`src/logic/rivm_pkg.sv`:
```
// constants for the reset and interrupt vector mapper
package rivm_pkg;
    localparam int ADDR_W = 12;
    localparam int NUM_SRC = 25;
    localparam int IDX_W = 5;
    localparam logic [ADDR_W-1:0] RESET_ADDR_DEFAULT = 12'h000;
    localparam logic [ADDR_W-1:0] VEC_BASE_DEFAULT = 12'h001;
    localparam logic [ADDR_W-1:0] VEC_STEP = 12'h001;
    localparam logic [ADDR_W-1:0] BOOT_START_DEFAULT = 12'hc00;
    localparam logic FUSE_UNPROGRAMMED = 1'b1;
    localparam int MCR_RELOCATE_BIT = 1;
    localparam logic [7:0] MCR_RESET = 8'h00;
    // source index = vector number minus two
    localparam int SRC_EXT0 = 0;
    localparam int SRC_EXT1 = 1;
    localparam int SRC_PC0 = 2;
    localparam int SRC_PC1 = 3;
    localparam int SRC_PC2 = 4;
    localparam int SRC_WDOG = 5;
    localparam int SRC_T2A = 6;
    localparam int SRC_T2B = 7;
    localparam int SRC_T2W = 8;
    localparam int SRC_T1C = 9;
    localparam int SRC_T1A = 10;
    localparam int SRC_T1B = 11;
    localparam int SRC_T1W = 12;
    localparam int SRC_T0A = 13;
    localparam int SRC_T0B = 14;
    localparam int SRC_T0W = 15;
    localparam int SRC_SPI = 16;
    localparam int SRC_RXC = 17;
    localparam int SRC_TXE = 18;
    localparam int SRC_TXC = 19;
    localparam int SRC_ADC = 20;
    localparam int SRC_NV = 21;
    localparam int SRC_ACMP = 22;
    localparam int SRC_TWI = 23;
    localparam int SRC_PGM = 24;
endpackage

```
`src/logic/rivm_prio_enc.sv`:
```
// lowest-index-wins priority encoder
`timescale 1ns/1ps
module rivm_prio_enc #(
    parameter int WIDTH = 25,
    parameter int IDX_W = 5
) (
    input wire logic [WIDTH-1:0] req_in,
    output logic any_out,
    output logic [IDX_W-1:0] idx_out
);
    always_comb begin
        any_out = 1'b0;
        idx_out = '0;
        // scan downward so the lowest set bit is the last written
        for (int i = WIDTH - 1; i >= 0; i--) begin
            if (req_in[i]) begin
                any_out = 1'b1;
                idx_out = IDX_W'(i);
            end
        end
    end
endmodule

```
`src/logic/rivm_vector_mapper.sv`:
```
// reset and interrupt vector address generator
`timescale 1ns/1ps
// Function
// - fuse unprogrammed: fetch starts at 0x0000 after any system reset
// - default: external request zero to 0x0001, one to 0x0002
// - default: pin change requests zero to two at 0x0003 to 0x0005
// - default: watchdog 0x0006, timer two a, b, wrap 0x0007 to 0x0009
// - default: timer one capture, a, b, wrap at 0x000a to 0x000d
// - default: timer zero a, b, wrap at 0x000e to 0x0010
// - default: spi 0x0011, serial rx, tx empty, tx done through 0x0014
// - default: converter, nv ready, comparator, two-wire, store ready 0x0015-0x0019
// - fuse programmed: reset fetch goes to boot loader start
// - relocate bit set: vector equals table address plus boot start
// - reset 0x000 or boot; vectors from 0x001 or boot plus 0x0001
// - fuse value one is unprogrammed, zero is programmed
// - one word per vector; consecutive numbers, consecutive addresses
// - relocate bit lives in the mcu control register
module rivm_vector_mapper (
    input wire logic clk_sys_in,
    input wire logic rst_in,
    input wire logic boot_reset_select_fuse_in,
    input wire logic [rivm_pkg::ADDR_W-1:0] boot_start_in,
    input wire logic mcr_write_in,
    input wire logic [7:0] mcr_wdata_in,
    input wire logic [rivm_pkg::NUM_SRC-1:0] irq_req_in,
    input wire logic irq_take_in,
    output logic [7:0] mcu_control_register_out,
    output logic pc_load_out,
    output logic [rivm_pkg::ADDR_W-1:0] pc_addr_out,
    output logic is_reset_vec_out
);
    logic [7:0] mcr_reg;
    logic rst_seen_reg;
    logic pc_load_reg;
    logic [rivm_pkg::ADDR_W-1:0] pc_addr_reg;
    logic is_reset_reg;
    logic fuse_reg;
    wire logic any_req;
    wire logic [rivm_pkg::IDX_W-1:0] win_idx;
    wire logic vector_relocate_bit;
    wire logic fuse_unprog;
    wire logic [rivm_pkg::ADDR_W-1:0] reset_addr;
    wire logic [rivm_pkg::ADDR_W-1:0] vec_base;
    wire logic [rivm_pkg::ADDR_W-1:0] vec_addr;

    rivm_prio_enc #(.WIDTH(rivm_pkg::NUM_SRC), .IDX_W(rivm_pkg::IDX_W)) u_prio (
        .req_in(irq_req_in),
        .any_out(any_req),
        .idx_out(win_idx)
    );

    assign vector_relocate_bit = mcr_reg[rivm_pkg::MCR_RELOCATE_BIT];
    // fuse is a static strap, caught once at reset release
    assign fuse_unprog = (fuse_reg == rivm_pkg::FUSE_UNPROGRAMMED);
    assign reset_addr = fuse_unprog ? rivm_pkg::RESET_ADDR_DEFAULT : boot_start_in;
    assign vec_base = vector_relocate_bit ? (boot_start_in + rivm_pkg::VEC_STEP)
                                          : rivm_pkg::VEC_BASE_DEFAULT;
    // one word per entry, so the source index is the word offset
    assign vec_addr = vec_base + rivm_pkg::ADDR_W'(win_idx);

    always_ff @(posedge clk_sys_in) begin
        if (rst_in) begin
            mcr_reg <= rivm_pkg::MCR_RESET;
        end else if (mcr_write_in) begin
            mcr_reg <= mcr_wdata_in;
        end
    end

    // the fuse strap sits outside the clock domain, so two flops settle it first
    // no reset on this chain: it must keep filling while reset is held
    // limitation: the strap has to be steady two cycles before reset is released
    logic fuse_meta_reg;
    logic fuse_sync_reg;
    always_ff @(posedge clk_sys_in) begin
        fuse_meta_reg <= boot_reset_select_fuse_in;
        fuse_sync_reg <= fuse_meta_reg;
    end

    // one-shot marker for the first cycle out of reset
    always_ff @(posedge clk_sys_in) begin
        if (rst_in) begin
            rst_seen_reg <= 1'b1;
            fuse_reg <= rivm_pkg::FUSE_UNPROGRAMMED;
        end else begin
            rst_seen_reg <= 1'b0;
            if (rst_seen_reg) begin
                fuse_reg <= fuse_sync_reg;
            end
        end
    end

    // reset fetch issued one cycle after the fuse is captured
    wire logic reset_fetch;
    logic fetch_pend_reg;
    assign reset_fetch = fetch_pend_reg;
    always_ff @(posedge clk_sys_in) begin
        if (rst_in) begin
            fetch_pend_reg <= 1'b0;
        end else begin
            fetch_pend_reg <= rst_seen_reg;
        end
    end

    always_ff @(posedge clk_sys_in) begin
        if (rst_in) begin
            pc_load_reg <= 1'b0;
            pc_addr_reg <= rivm_pkg::RESET_ADDR_DEFAULT;
            is_reset_reg <= 1'b0;
        end else if (reset_fetch) begin
            pc_load_reg <= 1'b1;
            pc_addr_reg <= reset_addr;
            is_reset_reg <= 1'b1;
        end else if (irq_take_in && any_req) begin
            pc_load_reg <= 1'b1;
            pc_addr_reg <= vec_addr;
            is_reset_reg <= 1'b0;
        end else begin
            pc_load_reg <= 1'b0;
            is_reset_reg <= 1'b0;
        end
    end

    assign mcu_control_register_out = mcr_reg;
    assign pc_load_out = pc_load_reg;
    assign pc_addr_out = pc_addr_reg;
    assign is_reset_vec_out = is_reset_reg;
endmodule

```
`config.mk`:
```
export PLATFORM = sky130hd
export DESIGN_NAME = rivm_vector_mapper
export DESIGN_NICKNAME = d
export VERILOG_FILES = /design/src/logic/rivm_pkg.sv /design/src/logic/rivm_prio_enc.sv /design/src/logic/rivm_vector_mapper.sv
export SDC_FILE = /design/constraint.sdc
export NUM_CORES = 1
export LEC_CHECK = 0
export BUFFER_PORTS_ARGS = -buffer_cell sky130_fd_sc_hd__buf_2
export CAP_MARGIN = 30
export CELL_PAD_IN_SITES_DETAIL_PLACEMENT = 0
export CELL_PAD_IN_SITES_GLOBAL_PLACEMENT = 1
export CORE_ASPECT_RATIO = 2
export CORE_MARGIN = 5
export CORE_UTILIZATION = 35
export CTS_CLUSTER_SIZE = 16
export DETAILED_ROUTE_END_ITERATION = 16
export GPL_ROUTABILITY_DRIVEN = 0
export PLACE_DENSITY_LB_ADDON = 0.1
export RECOVER_POWER = 25
export SLEW_MARGIN = 20
export SYNTH_ARGS = -nofsm -noshare
export SYNTH_HDL_FRONTEND = slang
export SYNTH_HIERARCHICAL = 1
export SYNTH_SLANG_ARGS = --single-unit
```
`constraint.sdc`:
```
create_clock -name clk_sys_in -period 3.9 [get_ports clk_sys_in]
set_input_delay 0.39 -clock clk_sys_in [delete_from_list [all_inputs] [get_ports clk_sys_in]]
set_output_delay 0.39 -clock clk_sys_in [all_outputs]
set_load 0.02 [all_outputs]
```
==> reports/results.txt <==
Worst IR Drop VDD - 0.291 mV
Grt ovf - 0
Top-count cell post-synth - nor2_1
Peak Freq - 323 MHz
Initial DRC count - 76
PortBufs - 71
Count of cell types in the netlist - 58
Pins Over Slew Limit - 0
Clock root buffer - clkbuf_16
Yosys reg bits - 27
Largest net degree at the start of global routing - 28
Antenna cell count - 0
Initial antenna violation count - 0
Synth area leader - dfxtp_1
Post-Synthesis Cells - 255
Min-Delay Path Class - input port to flip-flop
Row count - 39
Setup Crit Path Kind - input port to flip-flop
Yosys warns - 6
Area contributors post-synth - dfxtp_1 (27%), nor2_1 (6.2%), mux2i_1 (5.5%)
Starting Density - 35.5%
Clock buffer count from CTS - 3
CTS Hold Bufs - 0
Final Net Count - 373
CTS tree - yes
Clk_lat worst skew - 0.26 ns
Vias in the first global route - 1967
Shortest period the worst path allows - 3.10 ns
Arrival @ worst endpoint - 3.19 ns
Sequential area share after synthesis - 27.2%
Commonest cells post-synth - nor2_1 (33), dfxtp_1 (27), nand2_1 (15)
First-pass GRT wire length - 9000 µm
CP Capture Type - flip-flop
Clock slew at reported path FFs - 0.07 ns
Layout cells sized above 1 - 26.0%
Vias per cell - 5.48
Final hold violations - 0
Max reg flops - 12
1st-pass router iterations - 4
Top FF cell, synth - dfxtp_1
Ports - 72
DIE AREA - 7380 µm²
Worst endpoint required time - 3.99 ns
RSZ-0062 raised after global routing - false
EDFF count, synth - 0
Final period util - 79.5%
Die H - 117 µm
Post-CTS sizing - 0
Tot Pwr - 0.705 mW
Gr usage total - 14.7%
Crit Path Max Fanout - 4
Detail Route Antenna Nets - 0
Pleak - 1.07 nW
Fin Setup TNS - 0 ns
P&R area growth vs syn - 22.5%
Syn nets - 312
Top-area cell type share of the netlist area - 27.2%
Core ar. - 5610 µm²
HPWL reported at the end of detailed placement - 4490 µm
CTS sink cnt - 27
DRC violations left - 0
Max cap viols - 0
Mapped cell area - 1990 µm²
Final Skew - 0.00435 ns
Clock Tree Buf Depth - 2
Run status - completed
H-tree depth - 1
Average wire per standard cell - 14.7 µm
CP Launch Type - input port
Postcts setup bufs - 0
Slew HR - 24.7%
PD cells - 289 nW/µm²
Die width - 63.3 µm
Syn_area_per_cell - 7.80 µm²
Post-synth ARST share - 0%
Final setup fails - 0
Final wirelength - 5520 µm
Worst slew pin tran - 1.13 ns
Vias - 2061
[stage by stage]
step | cells | utilization, % | setup slack (ns) | hold WS (ns) | cell area, µm²
3_5_place_dp | 372 | 42.0 | 0.533 | 0.318 | 2360
2_1_floorplan | 255 | - | 1.00 | 0.310 | 1990
5_1_grt | 376 | 43.4 | 0.483 | 0.234 | 2440
6_report | 376 | 43.4 | 0.799 | 0.238 | 2440
4_1_cts | 376 | 43.5 | 0.783 | 0.233 | 2440
3_3_place_gp | 372 | 42.0 | 0.612 | 0.319 | 2360
[worst max-delay path, stage by stage]
cell and delay (ns):
buf_2 0.12, nor4_2 0.29, o21ai_1 0.11, o311a_1 0.12, a2111oi_1 0.67, ha_1 0.36, a211oi_1 0.30, o21bai_1 0.15
a21o_1 0.23, xnor2_1 0.16, a2bb2oi_1 0.19, a211oi_1 0.09
[final timing paths]
check | from | end | slack [ns] | cells past startpoint
worst max-delay path | irq_req_in[13] | pc_addr_out[5] | 0.80 | 12
worst min-delay path | boot_reset_select_fuse_in | fuse_meta_reg | 0.24 | 1
worst max register to register | mcu_control_register_out[1] | pc_addr_out[6] | 1.31 | 9
worst min register to register | fuse_meta_reg | fuse_sync_reg | 0.33 | 0
[logic make-up (layout without fill, tap and decap cells)]
family	after synthesis	in the layout	share of synthesized area (%)
flops	27	27	27.2
simple gates	105	105	27.5
xor+xnor	12	12	5.28
compound gates	72	72	25.5
buf+inv	21	81	4.28
mux	11	11	5.53
fa+ha+maj	7	7	4.78
[metal layers]
metal / GRT usage (%) / wire length, µm / vias up / share of wire [%]
li1: - / - / 1064 / -
met1: 18.5 / 2370 / 950 / 43
met2: 26.8 / 2840 / 45 / 51
met3: 1.54 / 279 / 2 / 5.1
met4: 3.19 / 35 / 0 / 0.63
met5: 0 / 0 / - / 0
[report_power, final]
group	switching [mW]	total (mW)	internal (mW)
clock network	0.0915	0.230	0.138
registers	0.0128	0.306	0.293
logic	0.100	0.170	0.0691
total	0.205	0.705	0.500
[layout make-up]
| class | count | area [µm²] |
|---|---|---|
| Clock buffer | 3 | 75.1 |
| Sequential cell | 27 | 541 |
| Inverter | 6 | 22.5 |
| Timing Repair Buffer | 71 | 354 |
| Fill cell | 609 | 3170 |
| Tap cell | 61 | 76.3 |
| Multi-Input combinational cell | 207 | 1360 |
| Clock inverter | 1 | 5.00 |
[cell usage in the layout, fill, tap and decap left out, types with 8 or more instances in the layout]
cell type	n
buf_2	70
nor2_1	33
dfxtp_1	27
nand2_1	15
a21oi_1	13
mux2i_1	11
o21ai_0	10
nor3_1	9
nor2b_1	8
nor4_1	8
Note: power is estimated with default switching activity, not from simulation.
